$ cat src/hw/updown_timer_defines.vh
// Constants used by the capture/compare timer; its pin sampler uses none
`ifndef UPDOWN_TIMER_DEFINES_VH
`define UPDOWN_TIMER_DEFINES_VH

// Count source select codes
`define SRC_IO_CLOCK        3'h0
`define SRC_IO_DIV8         3'h1
`define SRC_IO_DIV32        3'h2
`define SRC_CHAN_B_PIN      3'h3

// Prescaler taps, counted in I/O clock cycles
`define PRESC_WIDTH         5
`define PRESC_DIV8_LAST     5'h07
`define PRESC_DIV32_LAST    5'h1f
`define PRESC_RESET         5'h00

// Channel mode field codes
`define MODE_CMP_SINGLE     2'h0
`define MODE_CMP_DOUBLE     2'h1
`define MODE_CAP_ONE_EDGE   2'h2
`define MODE_CAP_BOTH_EDGES 2'h3

// Output mode codes
`define OUT_HOLD            3'h0
`define OUT_SET_MATCH_RESET_OVF 3'h1

// Resolution field codes and their full-period masks
`define RES_10_BITS         2'h0
`define RES_11_BITS         2'h1
`define RES_12_BITS         2'h2
`define RES_14_BITS         2'h3
`define MASK_10_BITS        16'h03ff
`define MASK_11_BITS        16'h07ff
`define MASK_12_BITS        16'h0fff
`define MASK_14_BITS        16'h3fff
`define EXTRA_SHIFT_10      3'h4
`define EXTRA_SHIFT_11      3'h3
`define EXTRA_SHIFT_12      3'h2
`define EXTRA_SHIFT_14      3'h0

// Basic PWM step: an 8-bit sub-period
`define BASIC_LAST          8'hff

// Reset values and the full 16-bit wrap mask
`define COUNTER_RESET       16'h0000
`define COMPARE_RESET       16'h0000
`define COUNTER_ALL_ONES    16'hffff

// Least input pulse, in tenths of an I/O clock period
`define PIN_PULSE_MIN_TENTHS 15

`endif

$ cat src/hw/pin_sync_edge.v
// Two-flop pin synchroniser with edge detection
`timescale 1ns/1ps
`default_nettype none

module pin_sync_edge (
    input  wire clk_in,
    input  wire rst_n_in,
    input  wire pin_in,
    output wire level_out,
    output wire rise_out,
    output wire fall_out
);

    reg meta_r;
    reg sync_r;
    reg last_r;

    // Only sync_r reads meta_r; edges come from the settled pair
    always @(posedge clk_in or negedge rst_n_in) begin
        if (!rst_n_in) begin
            meta_r <= 1'b0;
            sync_r <= 1'b0;
            last_r <= 1'b0;
        end else begin
            meta_r <= pin_in;
            sync_r <= meta_r;
            last_r <= sync_r;
        end
    end

    assign level_out = sync_r;
    assign rise_out  = sync_r & ~last_r;
    assign fall_out  = ~sync_r & last_r;

endmodule // pin_sync_edge

`default_nettype wire

$ cat src/hw/updown_capture_compare_pwm_timer.v
// Two-channel 16-bit capture/compare up-counter with fast PWM
// How it works
// - Prescaler ticks only while its enable is set
// - Load enable clears counter; software then releases
// - Count enable makes counter count source ticks
// - Trigger enable starts counting on trigger edge
// - Channel A match or capture clears counter
// - One-shot: channel A match clears count enable
// - Each new trigger restarts a stopped one-shot
// - Mode field picks single/double compare or capture
// - Single writes act now; double waits update
// - Buffer moves on load, on A match if it clears, else on overflow
// - Channel B also updates on channel A capture
// - Pin A polarity flips capture, trigger, output
// - Pin B polarity flips capture, source, output
// - Capture enable gates channel A capture
// - Output code 001: set on match, reset overflow
// - Basic PWM is 8-bit, duty upper bits
// - Full PWM period is resolution-wide counter
// - Pins are sampled; pulses must be long enough
`timescale 1ns/1ps
`default_nettype none
`include "updown_timer_defines.vh"

module updown_capture_compare_pwm_timer (
    input  wire        clk_in,
    input  wire        rst_n_in,
    input  wire [2:0]  count_source_select_in,
    input  wire        prescaler_enable_in,
    input  wire        load_enable_in,
    input  wire        count_enable_wr_in,
    input  wire        count_enable_wdata_in,
    input  wire        trigger_enable_in,
    input  wire        clear_by_chan_a_enable_in,
    input  wire        one_shot_enable_in,
    input  wire [1:0]  chan_a_mode_field_in,
    input  wire [1:0]  chan_b_mode_field_in,
    input  wire        chan_a_polarity_in,
    input  wire        chan_b_polarity_in,
    input  wire        chan_a_capture_enable_in,
    input  wire [2:0]  chan_a_output_mode_in,
    input  wire [2:0]  chan_b_output_mode_in,
    input  wire        fast_pwm_enable_in,
    input  wire [1:0]  pwm_resolution_in,
    input  wire        chan_a_write_in,
    input  wire        chan_b_write_in,
    input  wire [15:0] write_data_in,
    input  wire        trigger_pin_in,
    input  wire        chan_a_pin_in,
    input  wire        chan_b_pin_in,
    output wire        chan_a_pin_out,
    output wire        chan_a_pin_oe_n_out,
    output wire        chan_b_pin_out,
    output wire        chan_b_pin_oe_n_out,
    output wire [15:0] binary_up_counter_out,
    output wire [15:0] chan_a_compare_capture_out,
    output wire [15:0] chan_b_compare_capture_out,
    output wire        count_enable_flag_out
);

    wire        trig_rise;
    wire        trig_fall;
    wire        a_rise;
    wire        a_fall;
    wire        b_rise;
    wire        b_fall;
    reg  [4:0]  presc_r;
    reg         tick;
    reg  [15:0] top_mask;
    reg  [2:0]  extra_shift;
    reg  [15:0] binary_up_counter_r;
    reg  [15:0] binary_up_counter_nxt;
    reg         count_enable_flag_r;
    reg         count_enable_flag_nxt;
    wire        advance;
    wire        overflow;
    wire [31:0] active_w;
    wire [1:0]  match_w;
    wire [1:0]  capture_w;
    wire        a_is_compare;
    wire        a_is_capture;
    wire        a_compare_hit;
    wire        clear_hit;
    wire        update_common;
    wire [1:0]  update_w;
    wire        start_ev;
    wire        stop_ev;
    wire [3:0]  mode_w;
    wire [1:0]  pol_w;
    wire [5:0]  out_mode_w;
    wire [1:0]  write_w;
    wire [1:0]  pin_rise_w;
    wire [1:0]  pin_fall_w;
    wire [1:0]  cap_gate_w;
    wire [1:0]  pin_level_w;
    wire [1:0]  pin_oe_n_w;

    pin_sync_edge u_trig_sync (
        .clk_in    (clk_in),
        .rst_n_in  (rst_n_in),
        .pin_in    (trigger_pin_in),
        .level_out (),
        .rise_out  (trig_rise),
        .fall_out  (trig_fall)
    );

    pin_sync_edge u_a_sync (
        .clk_in    (clk_in),
        .rst_n_in  (rst_n_in),
        .pin_in    (chan_a_pin_in),
        .level_out (),
        .rise_out  (a_rise),
        .fall_out  (a_fall)
    );

    pin_sync_edge u_b_sync (
        .clk_in    (clk_in),
        .rst_n_in  (rst_n_in),
        .pin_in    (chan_b_pin_in),
        .level_out (),
        .rise_out  (b_rise),
        .fall_out  (b_fall)
    );

    // Free-running divider, held at zero while disabled
    always @(posedge clk_in or negedge rst_n_in) begin
        if (!rst_n_in) begin
            presc_r <= `PRESC_RESET;
        end else if (prescaler_enable_in) begin
            presc_r <= presc_r + 5'h01;
        end else begin
            presc_r <= `PRESC_RESET;
        end
    end

    // Count source tick
    always @* begin
        tick = 1'b0;
        case (count_source_select_in)
            `SRC_IO_CLOCK:   tick = 1'b1;
            `SRC_IO_DIV8:    tick = prescaler_enable_in
                                    & ((presc_r & `PRESC_DIV8_LAST) == `PRESC_DIV8_LAST);
            `SRC_IO_DIV32:   tick = prescaler_enable_in
                                    & (presc_r == `PRESC_DIV32_LAST);
            `SRC_CHAN_B_PIN: tick = chan_b_polarity_in ? b_fall : b_rise;
            default:         tick = 1'b0;
        endcase
    end

    // Wrap point: full 16 bits, or the PWM resolution
    always @* begin
        top_mask    = `COUNTER_ALL_ONES;
        extra_shift = `EXTRA_SHIFT_14;
        if (fast_pwm_enable_in) begin
            case (pwm_resolution_in)
                `RES_10_BITS: begin
                    top_mask    = `MASK_10_BITS;
                    extra_shift = `EXTRA_SHIFT_10;
                end
                `RES_11_BITS: begin
                    top_mask    = `MASK_11_BITS;
                    extra_shift = `EXTRA_SHIFT_11;
                end
                `RES_12_BITS: begin
                    top_mask    = `MASK_12_BITS;
                    extra_shift = `EXTRA_SHIFT_12;
                end
                default: begin
                    top_mask    = `MASK_14_BITS;
                    extra_shift = `EXTRA_SHIFT_14;
                end
            endcase
        end
    end

    assign advance  = count_enable_flag_r & tick;
    assign overflow = advance
                      & ((binary_up_counter_r & top_mask) == top_mask);

    assign a_is_compare  = ~chan_a_mode_field_in[1];
    assign a_is_capture  = chan_a_mode_field_in[1];
    assign a_compare_hit = a_is_compare & advance & match_w[0];
    assign clear_hit     = clear_by_chan_a_enable_in
                           & (a_compare_hit | capture_w[0]);

    assign update_common = load_enable_in
                           | (~clear_by_chan_a_enable_in & overflow)
                           | (clear_by_chan_a_enable_in & a_compare_hit);
    assign update_w[0]   = update_common;
    assign update_w[1]   = update_common
                           | (clear_by_chan_a_enable_in & a_is_capture
                              & capture_w[0]);

    // Counter
    always @* begin
        binary_up_counter_nxt = binary_up_counter_r;
        if (load_enable_in) begin
            binary_up_counter_nxt = `COUNTER_RESET;
        end else if (clear_hit) begin
            binary_up_counter_nxt = `COUNTER_RESET;
        end else if (overflow) begin
            binary_up_counter_nxt = `COUNTER_RESET;
        end else if (advance) begin
            binary_up_counter_nxt = binary_up_counter_r + 16'h0001;
        end
    end

    // Trigger edge follows pin A polarity, opposite to capture
    assign start_ev = trigger_enable_in
                      & (chan_a_polarity_in ? trig_rise : trig_fall);
    assign stop_ev  = one_shot_enable_in & a_compare_hit;

    // Software write first; a restart beats a one-shot stop
    always @* begin
        count_enable_flag_nxt = count_enable_flag_r;
        if (count_enable_wr_in) begin
            count_enable_flag_nxt = count_enable_wdata_in;
        end else if (start_ev) begin
            count_enable_flag_nxt = 1'b1;
        end else if (stop_ev) begin
            count_enable_flag_nxt = 1'b0;
        end
    end

    always @(posedge clk_in or negedge rst_n_in) begin
        if (!rst_n_in) begin
            binary_up_counter_r <= `COUNTER_RESET;
            count_enable_flag_r <= 1'b0;
        end else begin
            binary_up_counter_r <= binary_up_counter_nxt;
            count_enable_flag_r <= count_enable_flag_nxt;
        end
    end

    assign mode_w      = {chan_b_mode_field_in, chan_a_mode_field_in};
    assign pol_w       = {chan_b_polarity_in, chan_a_polarity_in};
    assign out_mode_w  = {chan_b_output_mode_in, chan_a_output_mode_in};
    assign write_w     = {chan_b_write_in, chan_a_write_in};
    assign pin_rise_w  = {b_rise, a_rise};
    assign pin_fall_w  = {b_fall, a_fall};
    assign cap_gate_w  = {1'b1, chan_a_capture_enable_in};

    genvar ch;
    generate
        for (ch = 0; ch < 2; ch = ch + 1) begin : g_chan
            wire [1:0]  mode     = mode_w[ch*2 +: 2];
            wire [2:0]  out_mode = out_mode_w[ch*3 +: 3];
            reg  [15:0] active_r;
            reg  [15:0] buffer_r;
            reg         out_r;
            reg         pin_level_r;
            reg         pin_oe_n_r;
            wire        edge_hit;
            wire        set_ev;
            wire        reset_ev;
            wire [5:0]  extra;
            wire [5:0]  sub_idx;
            wire [7:0]  thresh;

            // Both-edge mode ignores polarity
            assign edge_hit = mode[0] ? (pin_rise_w[ch] | pin_fall_w[ch])
                              : (pol_w[ch] ? pin_fall_w[ch] : pin_rise_w[ch]);
            assign capture_w[ch] = mode[1] & edge_hit & cap_gate_w[ch];
            assign match_w[ch]   = binary_up_counter_r == active_r;

            // Extra low bits stretch the step by one in early sub-periods
            assign extra   = active_r[7:2] >> extra_shift;
            assign sub_idx = binary_up_counter_r[13:8] & (6'h3f >> extra_shift);
            assign thresh  = ((sub_idx < extra) && (active_r[15:8] != 8'h00))
                             ? active_r[15:8] - 8'h01 : active_r[15:8];

            assign set_ev   = fast_pwm_enable_in
                              ? (advance & (binary_up_counter_r[7:0] == thresh))
                              : (~mode[1] & advance & match_w[ch]);
            assign reset_ev = fast_pwm_enable_in
                              ? (advance & (binary_up_counter_r[7:0] == `BASIC_LAST))
                              : overflow;

            always @(posedge clk_in or negedge rst_n_in) begin
                if (!rst_n_in) begin
                    active_r <= `COMPARE_RESET;
                    buffer_r <= `COMPARE_RESET;
                end else begin
                    if (write_w[ch]) begin
                        buffer_r <= write_data_in;
                    end
                    if (capture_w[ch]) begin
                        active_r <= binary_up_counter_r;
                    end else if (write_w[ch] && (mode == `MODE_CMP_SINGLE)) begin
                        active_r <= write_data_in;
                    end else if ((mode == `MODE_CMP_DOUBLE) && update_w[ch]) begin
                        active_r <= buffer_r;
                    end
                end
            end

            // Set wins when match and overflow coincide
            always @(posedge clk_in or negedge rst_n_in) begin
                if (!rst_n_in) begin
                    out_r <= 1'b0;
                end else if (load_enable_in) begin
                    out_r <= 1'b0;
                end else if (out_mode == `OUT_SET_MATCH_RESET_OVF) begin
                    if (set_ev) begin
                        out_r <= 1'b1;
                    end else if (reset_ev) begin
                        out_r <= 1'b0;
                    end
                end
            end

            // Registered pin; drives only in compare mode with an output code
            always @(posedge clk_in or negedge rst_n_in) begin
                if (!rst_n_in) begin
                    pin_level_r <= 1'b0;
                    pin_oe_n_r  <= 1'b1;
                end else begin
                    pin_level_r <= out_r ^ pol_w[ch];
                    pin_oe_n_r  <= mode[1] | (out_mode == `OUT_HOLD);
                end
            end

            assign active_w[ch*16 +: 16] = active_r;
            assign pin_level_w[ch]       = pin_level_r;
            assign pin_oe_n_w[ch]        = pin_oe_n_r;
        end
    endgenerate

    assign chan_a_pin_out             = pin_level_w[0];
    assign chan_a_pin_oe_n_out        = pin_oe_n_w[0];
    assign chan_b_pin_out             = pin_level_w[1];
    assign chan_b_pin_oe_n_out        = pin_oe_n_w[1];
    assign binary_up_counter_out      = binary_up_counter_r;
    assign chan_a_compare_capture_out = active_w[15:0];
    assign chan_b_compare_capture_out = active_w[31:16];
    assign count_enable_flag_out      = count_enable_flag_r;

endmodule // updown_capture_compare_pwm_timer

`default_nettype wire

$ cat config.mk
export PLATFORM = sky130hd
export DESIGN_NAME = updown_capture_compare_pwm_timer
export DESIGN_NICKNAME = d
export VERILOG_FILES = /design/src/hw/pin_sync_edge.v /design/src/hw/updown_capture_compare_pwm_timer.v
export VERILOG_INCLUDE_DIRS = /design/src /design/src/hw
export SDC_FILE = /design/constraint.sdc
export NUM_CORES = 1
export LEC_CHECK = 0
export BUFFER_PORTS_ARGS = -buffer_cell sky130_fd_sc_hd__buf_4
export CAP_MARGIN = 10
export CORE_UTILIZATION = 47
export CTS_CLUSTER_SIZE = 30
export DETAILED_ROUTE_END_ITERATION = 8
export HOLD_SLACK_MARGIN = 0.02
export PLACE_DENSITY = 0.68
export SETUP_SLACK_MARGIN = 0.4
export SYNTH_ARGS = -nofsm -noshare
export SYNTH_HDL_FRONTEND = slang
export SYNTH_HIERARCHICAL = 1
export SYNTH_SLANG_ARGS = --single-unit
$ cat constraint.sdc
create_clock -name clk_in -period 3.3 [get_ports clk_in]
set_input_delay 0.66 -clock clk_in [delete_from_list [all_inputs] [get_ports clk_in]]
set_output_delay 0.66 -clock clk_in [all_outputs]
set_load 0.01 [all_outputs]
# After elaboration in Yosys (flattened, before gate mapping)
# Cells that the tools add are included.
# Widths: inputs -> output; s select.
# word_totals
wordCells	156
register_bits	101
input_bits	49
# op_classes
mux	36
addsub	4
shifts	3
n_lt_le_gt_ge	2
n_eq_ne	17
n_bitwise	48
reduce_logical	24
# op_table
op	n
$mux 16	11
$eq 16x16->1	3
$pmux 14 s3	1
$and 1x1->1	27
$mux 1	18
$add 16x1->16 const B	1
$and 16x16->16	1
$eq 8x8->1	2
$mux 8	2
$reduce_bool 8->1	2
$sub 8x1->8 const B	2
$reduce_bool 3->1	5
$lt 6x6->1	2
$shr 6x3->6	2
$eq 3x1->1 const B	3
$logic_not 3->1	3
$not 1->1	9
$pmux 3 s3	1
$eq 8x8->1 const B	1
$or 1x1->1	8
$and 6x6->6	1
$eq 2x1->1 const B	3
$eq 3x2->1 const B	2
$logic_and 1x1->1	6
other kinds (13)	18

# Logic depth before layout (Yosys ltp)
# Gate-level depths: netlist (run 1).
# depth
word_depth	14
depth_mapped	17
mapped_depth_nobuf	15

# Modules after synthesis
# Netlist (run 1), hierarchy kept.
# modules_own_cells
mod	seq_area_each_um2	cells_each	area_per_inst_um2	n_inst
updown_capture_compare_pwm_timer	2304.7	706	6603.8	1
pin_sync_edge	75.1	5	90.1	3

# Worst setup path after synthesis (run 1)
# OpenSTA, ideal clock, no wires.
# synth_path
path_kind	in2reg
start	in pwm_resolution_in[1]
end	reg g_chan[0].out_r
stages	16
slack_ns	-0.480
n_path_buf	2
setup_time_ns	0.124
arrival_ns	3.656
required_ns	3.176
path_cell_list	inv_1 -> ha_1 -> buf_2 -> clkbuf_1 -> nand2_1 -> nor2_1 -> a221o_1 -> nand2_1 -> ha_1 -> a21o_1 -> a21o_1 -> a221oi_1 -> o21a_1 -> mux2_2 -> o2111ai_1 -> o31ai_1
# synth_via
elab_chain_len	14
elab_cells_between_ends	25
classes_between	1 x order compare; 4 x eq/ne; 2 x shift; 10 x mux; 4 x bitwise; 4 x reduce/logical
# synth_lines
item	line_no	source
from (decl)	updown_capture_compare_pwm_timer.v:44	input wire [1:0] pwm_resolution_in,
$eq 2x2->1 (tied with other cells)	updown_capture_compare_pwm_timer.v:155	case (pwm_resolution_in)
$pmux 3 s3	updown_capture_compare_pwm_timer.v:155	
$mux 3	updown_capture_compare_pwm_timer.v:154	if (fast_pwm_enable_in) begin
$shr 6x3->6	updown_capture_compare_pwm_timer.v:268	assign sub_idx = binary_up_counter_r[13:8] & (6'h3f >> extra_shift);
$and 6x6->6	updown_capture_compare_pwm_timer.v:268	
$lt 6x6->1	updown_capture_compare_pwm_timer.v:269	assign thresh = ((sub_idx < extra) && (active_r[15:8] != 8'h00))
$logic_and 1x1->1	updown_capture_compare_pwm_timer.v:269	
$mux 8	updown_capture_compare_pwm_timer.v:270	? active_r[15:8] - 8'h01 : active_r[15:8];
$eq 8x8->1	updown_capture_compare_pwm_timer.v:273	? (advance & (binary_up_counter_r[7:0] == thresh))
$and 1x1->1	updown_capture_compare_pwm_timer.v:273	
$mux 1	updown_capture_compare_pwm_timer.v:273	
$mux 1	updown_capture_compare_pwm_timer.v:304	if (set_ev) begin
$mux 1	updown_capture_compare_pwm_timer.v:303	end else if (out_mode == `OUT_SET_MATCH_RESET_OVF) begin
$mux 1	updown_capture_compare_pwm_timer.v:301	end else if (load_enable_in) begin
to (signal assigned)	updown_capture_compare_pwm_timer.v:300	out_r <= 1'b0;
to (signal assigned)	updown_capture_compare_pwm_timer.v:302	out_r <= 1'b0;
to (signal assigned)	updown_capture_compare_pwm_timer.v:305	out_r <= 1'b1;
to (decl)	updown_capture_compare_pwm_timer.v:250	reg out_r;
# Parallel ways exist; a longest one is shown, timed or not. The select of a mux whose other input is x is not followed.
# A chain may end at the register's enable or synchronous reset.

# Worst setup path after layout (run 1)
# layout_path
start	in pwm_resolution_in[1]
end	reg g_chan[1].out_r
# layout_via
elab_chain_len	14
elab_cells_between_ends	25
classes_between	1 x order compare; 4 x eq/ne; 2 x shift; 10 x mux; 4 x bitwise; 4 x reduce/logical
# layout_lines
item	line_no
$eq 2x2->1 (tied with other cells)	updown_capture_compare_pwm_timer.v:155
$pmux 3 s3	updown_capture_compare_pwm_timer.v:155
$mux 3	updown_capture_compare_pwm_timer.v:154
$shr 6x3->6	updown_capture_compare_pwm_timer.v:268
$and 6x6->6	updown_capture_compare_pwm_timer.v:268
$lt 6x6->1	updown_capture_compare_pwm_timer.v:269
$logic_and 1x1->1	updown_capture_compare_pwm_timer.v:269
$mux 8	updown_capture_compare_pwm_timer.v:270
$eq 8x8->1	updown_capture_compare_pwm_timer.v:273
$and 1x1->1	updown_capture_compare_pwm_timer.v:273
$mux 1	updown_capture_compare_pwm_timer.v:273
$mux 1	updown_capture_compare_pwm_timer.v:304
$mux 1	updown_capture_compare_pwm_timer.v:303
$mux 1	updown_capture_compare_pwm_timer.v:301
to (signal assigned)	updown_capture_compare_pwm_timer.v:300
to (signal assigned)	updown_capture_compare_pwm_timer.v:302
to (signal assigned)	updown_capture_compare_pwm_timer.v:305
to (decl)	updown_capture_compare_pwm_timer.v:250
# Parallel ways exist; a longest one is shown, timed or not. The select of a mux whose other input is x is not followed.

==> flow_summary.toml, run 1 <==
[pwr]
cellPowerDensity_nw_per_um2 = 438
pwr-share-clk_pct = 28.4
sw_frac_of_total_pct = 33.6
combinationalPowerShare_pct = 29.6
p_leak_nw = 3.78
power.internal_mw = 2.48
seqPwrFrac_pct = 42.0
ir_drop_uv = 323
switching_power_mw = 1.25

[final_layout]
syn2layout_area_growth_pct = 24.2
nNetsFinal = 909
final_util_pct = 60.6
insertedDiodeCount = 0
drive_gt1_share_pct = 34.2
final_cells = 1022

[floorplan]
core_area_sq_um = 14100
fp.dieW_um = 123
initial_core_util_pct = 48.8
die_area_sq_um = 15100
die_y_um = 123
ios = 102
fp-row-count = 43

[min_path]
hold_path_class = "flop to flop"
hold_path_startpoint = "u_b_sync/meta_r$_DFF_PN0_"
worstHoldPathCells = 0
whs_endpoint = "u_b_sync/level_out$_DFF_PN0_"

[synthesis]
synth-edff-count = 0
avgSynthCellArea_sq_um = 9.53
synthMuxAreaShare_pct = 6.90
ys_seq_area_share_pct = 36.8
ys_seq_elements = 101
synth-simple-area-share_pct = 17.0
synth_warnings = 6
synth_top_family_by_area = "compound AO/OA/AOI/OAI gates"
synthAdderAreaFrac_pct = 4.00
async_flop_share_pct = 100
syn_area_sq_um = 6870
yosysUniqueCellTypes = 80
synth_compound_area_share_pct = 20.6
synth_ff_type = "dfrtp_1"
synth_nets = 792
synth_xor_area_share_pct = 8.54
syn_inst = 721

[drt]
viasPerCell = 6.15
antenna_left = 0
wirelength_mm = 21.9
drtIter0Drc = 628
remaining_drc_errors = 0
wl_per_cell_um = 21.5
dr_total_vias = 6290
dr.pass1.iters = 7

[cts]
cts_tree = "yes"
clkSlewWorstSetupHoldPaths_ps = 70
insertion_delay_ps = 360
cts_buffers = 9
cts.path.max_buffers = 2
cts.sinks = 101
cts_root_buf = "clkbuf_16"
ctsHoldBuffers = 0
htreeDepth = 3

[setup_path]
critical_path_peak_fanout = 11
crit_type = "input port to flop"
reg2reg_depth = 13
crit_chain = "buf_12 > inv_12 > buf_4 > ha_4 > nand2_4 > buf_4 > nor3_2 > a21oi_2 > ha_2 > or3_1 > o32a_1 > and2_4 > nor4_4 > buf_4 > nor4b_4 > nor4_2 > o32ai_1"
worst_ep_arrival_time_ps = 3400
slowest_stage = "or3_1"
reg2reg_to = "g_chan[1].out_r$_DFFE_PN0P_"
worst_r2r_startpoint = "chan_b_compare_capture_out[5]$_DFFE_PN0P_"
start_kind = "input port"
cpPeakStageDelay_ps = 360
rrSetupSlack_ps = 350
critical_path_required_ps = 3530
critPathCaptureType = "flop"
crit_top_cell = "buf_4"

[grt]
antenna_found_initial = 0
grt_max_degree = 56
grt_pass1_vias = 6073
grt_pass1_wl_mm = 33.9
grtUsageTotal_pct = 30.3
gr-total-overflow = 0

[timing]
hold_violations = 0
setup_viol = 0
grt_setup_unrepaired = "yes"
min_period_over_period_pct = 96.1
fmax_ghz = 0.315
fin_ws_ps = 129
period_minus_slack_ps = 3170
fin_skew_ps = 7.81
drv_slew = 0
worst_slew_pin_slew_ps = 714
maxSlewHeadroom_pct = 52.4

[outcome]
status = "completed"

[placed_design]
dp_hpwl_mm = 16.4
gp_congestion = 0.951
dp_worst_setup_slack_ps = -227
dp.cells = 1001
io_buffer_count = 101

[run]
maxCapViolCount = 0
[kinds of logic (layout without fill, tap and decap cells)]
| family | after synthesis | in the layout |
|---|---|---|
| compound gates | 171 | 171 |
| xor+xnor | 67 | 67 |
| fa+ha+maj | 22 | 22 |
| buf+inv | 90 | 211 |
| flops | 101 | 101 |
| mux | 43 | 43 |
| simple gates | 227 | 227 |
[per-layer routing]
metal  track usage [%]  part of all wire [%]
met1              41.3                    42
met2              47.8                    47
met3              4.66                   8.0
met4              13.1                   3.0
met5                 0                     0
[registers in the layout, indices dropped and copies added (netlist names), 2 cells and up]
signal	cells
g_chan.out_r	2
g_chan.buffer_r	32
chan_b_compare_capture_out	16
presc_r	5
binary_up_counter_out	16
chan_a_compare_capture_out	16
[worst max-delay path by stage]
stage / start / to / slack (ps) / cells past startpoint
floorplan: pwm_resolution_in[0] / g_chan[0].out_r$_DFFE_PN0P_ / -110 / 16
global placement: pwm_resolution_in[0] / g_chan[1].out_r$_DFFE_PN0P_ / -200 / 15
detailed placement: pwm_resolution_in[0] / g_chan[1].out_r$_DFFE_PN0P_ / -230 / 15
CTS: pwm_resolution_in[0] / g_chan[1].out_r$_DFFE_PN0P_ / 200 / 15
global route: pwm_resolution_in[1] / g_chan[1].out_r$_DFFE_PN0P_ / -20 / 17
finish: pwm_resolution_in[1] / g_chan[1].out_r$_DFFE_PN0P_ / 130 / 17
[cell usage after synthesis (5+ instances only)]
library cell	instances	area (sq um)
buf_4	5	37.5
nand3_1	13	65.1
ha_1	22	275
nand2_1	53	199
nor2_1	69	259
nor4_1	10	62.6
a221oi_1	7	61.3
o32ai_1	7	61.3
and3_1	12	75.1
o32ai_2	10	163
xnor2_1	38	333
mux2i_1	8	80.1
and2_1	7	43.8
buf_2	16	80.1
o21ai_1	14	70.1
nand4_1	11	68.8
o21ai_0	19	95.1
clkbuf_1	24	90.1
mux2_2	35	394
nor2b_1	7	43.8
xor2_1	29	254
inv_1	33	124
a21oi_1	18	90.1
a221oi_2	8	120
a2bb2oi_1	15	131
dfrtp_1	99	2480
o22ai_1	17	106
nor3_1	12	60.1
[layout make-up]
type	count	area, sq um
Clock inverter	6	62.6
Inverter	35	156
Timing Repair Buffer	161	1250
Clock buffer	9	225
Multi-Input combinational cell	530	4090
Tap cell	180	225
Fill cell	1213	5560
Sequential cell	101	2530
[power by group through the flow]
stage | combinational, mW | sequential [mW] | clock, mW
4_1_cts | 1.07 | 1.56 | 1.08
5_1_grt | 1.20 | 1.58 | 1.12
3_5_place_dp | 1.06 | 1.58 | 0
2_1_floorplan | 0.654 | 1.53 | 0
6_report | 1.11 | 1.57 | 1.06
3_3_place_gp | 1.03 | 1.57 | 0
[timing repair]
item                                    in CTS  in global routing
buffers inserted                             3                  3
hold endpoints to repair                     0                  0
resized for setup                           12                 17
pin swaps                                   10                 14
endpoints found under the setup margin      15                  2
[metrics by stage]
step	area (sq um)	hold WS (ps)	setup TNS, ps	power (mW)
6_report	8540	348	0	3.73
5_1_grt	8540	354	-23.9	3.90
4_1_cts	8430	350	0	3.71
3_5_place_dp	8080	335	-538	2.64
3_3_place_gp	8080	333	-357	2.61
2_1_floorplan	7000	331	-107	2.18
[cell usage in the layout, fill, tap and decap left out, types with 18 or more instances in the layout]
cell,instances
mux2_2,34
xor2_1,29
nor2_1,66
inv_1,31
ha_1,18
xnor2_1,38
nand2_1,50
dfrtp_1,99
buf_4,157
[critical path: cells and delay by family]
family | cells | cell delay, ps
and+or+nand+nor | 7 | 1380
buffers and inverters | 5 | 600
adders and majority gates | 2 | 400
AOI/OAI and AO/OA | 3 | 350
Power figures use the tool's default switching activity.
==> run 2: changes to the inputs <==
CTS_CLUSTER_SIZE = 8   (was 30)
REMOVE_ABC_BUFFERS = 1   (was not set)
==> run 2 against run 1 <==
  * Routed wire length grew 1.6%
  * Global-route usage shrank 0.36 points
  * Non-clock buffer count grew 15
  * Total power grew 4.9%
  * Clock power grew 18%
  * Fmax grew 0.87%
  * Critical path type unchanged
  * Largest power group unchanged
==> flow_summary.toml, run 2 (synthesis results as in run 1) <==
[outcome]
status = "completed"

[floorplan]
die_y_um = 123
ios = 102
die_area_sq_um = 15100
initial_core_util_pct = 48.8
fp-row-count = 43
core_area_sq_um = 14100
fp.dieW_um = 123

[cts]
cts.sinks = 101
ctsHoldBuffers = 0
cts.path.max_buffers = 2
insertion_delay_ps = 360
clkSlewWorstSetupHoldPaths_ps = 70
cts_root_buf = "clkbuf_16"
htreeDepth = 3
cts_buffers = 9
cts_tree = "yes"

[timing]
min_period_over_period_pct = 95.3
setup_viol = 0
grt_setup_unrepaired = "yes"
period_minus_slack_ps = 3140
maxSlewHeadroom_pct = 52.4
hold_violations = 0
fin_ws_ps = 156
worst_slew_pin_slew_ps = 712
drv_slew = 0
fin_skew_ps = 5.50
fin_setup_tns_ps = 0
fmax_ghz = 0.318

[final_layout]
nNetsFinal = 925
regArea_sq_um = 2530
fin_area_sq_um = 8690
most-common-layout-cells = "buf_4, dfrtp_1, nor2_1"
syn2layout_area_growth_pct = 26.4
largest_register_ff_count = 32
layout_commonest_cell = "buf_4"
drive_gt1_share_pct = 34.9
multiInputGateArea_sq_um = 4080
top_register = "g_chan.buffer_r"
insertedDiodeCount = 0
nFillCells = 1200

[drt]
viasPerCell = 6.16
drtIter0Drc = 570
wirelength_mm = 22.3
antenna_left = 0
remaining_drc_errors = 0
wl_per_cell_um = 21.4
dr_total_vias = 6402
dr.pass1.iters = 5

[placed_design]
dpl_cell_area_sq_um = 8100
dp_worst_setup_slack_ps = -445
gp_congestion = 0.911
dp_hpwl_mm = 16.0
io_buffer_count = 101

[grt]
gr-total-overflow = 0
grtUsageTotal_pct = 29.9
grt_pass1_wl_mm = 33.7
grt_max_degree = 44
grt_pass1_vias = 6079
antenna_found_initial = 0

[setup_path]
critical_path_required_ps = 3540
reg2reg_depth = 12
worst_ep_arrival_time_ps = 3390
critPathCaptureType = "flop"
critical_path_peak_fanout = 7
crit_type = "input port to flop"
start_kind = "input port"
reg2reg_to = "chan_a_compare_capture_out[10]$_DFFE_PN0P_"
worst_r2r_startpoint = "presc_r[0]$_DFF_PN0_"
rrSetupSlack_ps = 400

[min_path]
hold_path_class = "input port to async pin"

[run]
maxCapViolCount = 0

[pwr]
cellPowerDensity_nw_per_um2 = 451
ir_drop_uv = 409
p_leak_nw = 3.88
p_total_mw = 3.92
run 2: worst max-delay path by stage:
stage	from	end	slack, ps	cells past startpoint
floorplan	pwm_resolution_in[1]	g_chan[0].out_r$_DFFE_PN0P_	-410	14
global placement	pwm_resolution_in[0]	g_chan[0].out_r$_DFFE_PN0P_	-360	16
detailed placement	pwm_resolution_in[0]	g_chan[0].out_r$_DFFE_PN0P_	-440	16
CTS	pwm_resolution_in[0]	g_chan[0].out_r$_DFFE_PN0P_	200	16
global route	pwm_resolution_in[0]	g_chan[0].out_r$_DFFE_PN0P_	70	16
finish	pwm_resolution_in[1]	g_chan[0].out_r$_DFFE_PN0P_	160	16
run 2: repair_timing:
item,CTS,global route
setup endpoints to repair,18,16
setup buffers,3,1
endpoints found under the hold margin,0,0
resized for setup,28,14
pin swaps,14,17
cloned,0,3
run 2: cell type report:
cell class                      count  share of cell area, %
Sequential cell                   101                   29.1
Multi-Input combinational cell    531                   46.9
Timing Repair Buffer              176                   15.8
Inverter                           35                   1.57
Clock buffer                        9                   2.59
Clock inverter                      7                   1.38
Tap cell                          180                   2.59
run 2: report_power, final:
group	internal, mW	switching (mW)	leakage [nW]	total, mW
Clock	0.747	0.499	0.172	1.25
Sequential	1.36	0.202	1.22	1.57
Combinational	0.544	0.562	2.49	1.11
run 2: layer usage:
metal | vias to the layer above | global-route usage [%] | wire length (um)
met4 | 0 | 10.7 | 563
li1 | 2878 | - | -
met1 | 3162 | 42.1 | 9660
met2 | 314 | 44.9 | 10100
met5 | - | 0 | 0
met3 | 48 | 6.73 | 1930
run 2: worst max-delay path, cell delays in order:
cell	delay, ps
buf_8	80
inv_4	30
ha_4	280
buf_6	140
nand2b_4	130
a21oi_2	50
a221o_1	270
nand2_2	90
ha_4	200
a21o_1	150
a21o_1	180
a221oi_2	300
o21a_1	260
mux2_4	320
o2111ai_2	160
o31ai_1	80
run 2: stage by stage:
stage	util (%)	cells	hold WS [ps]
floorplan	-	666	331
detailed placement	57.5	1016	340
global placement	57.5	1016	331
finish	61.6	1039	287
global route	61.6	1039	333
CTS	60.8	1035	310
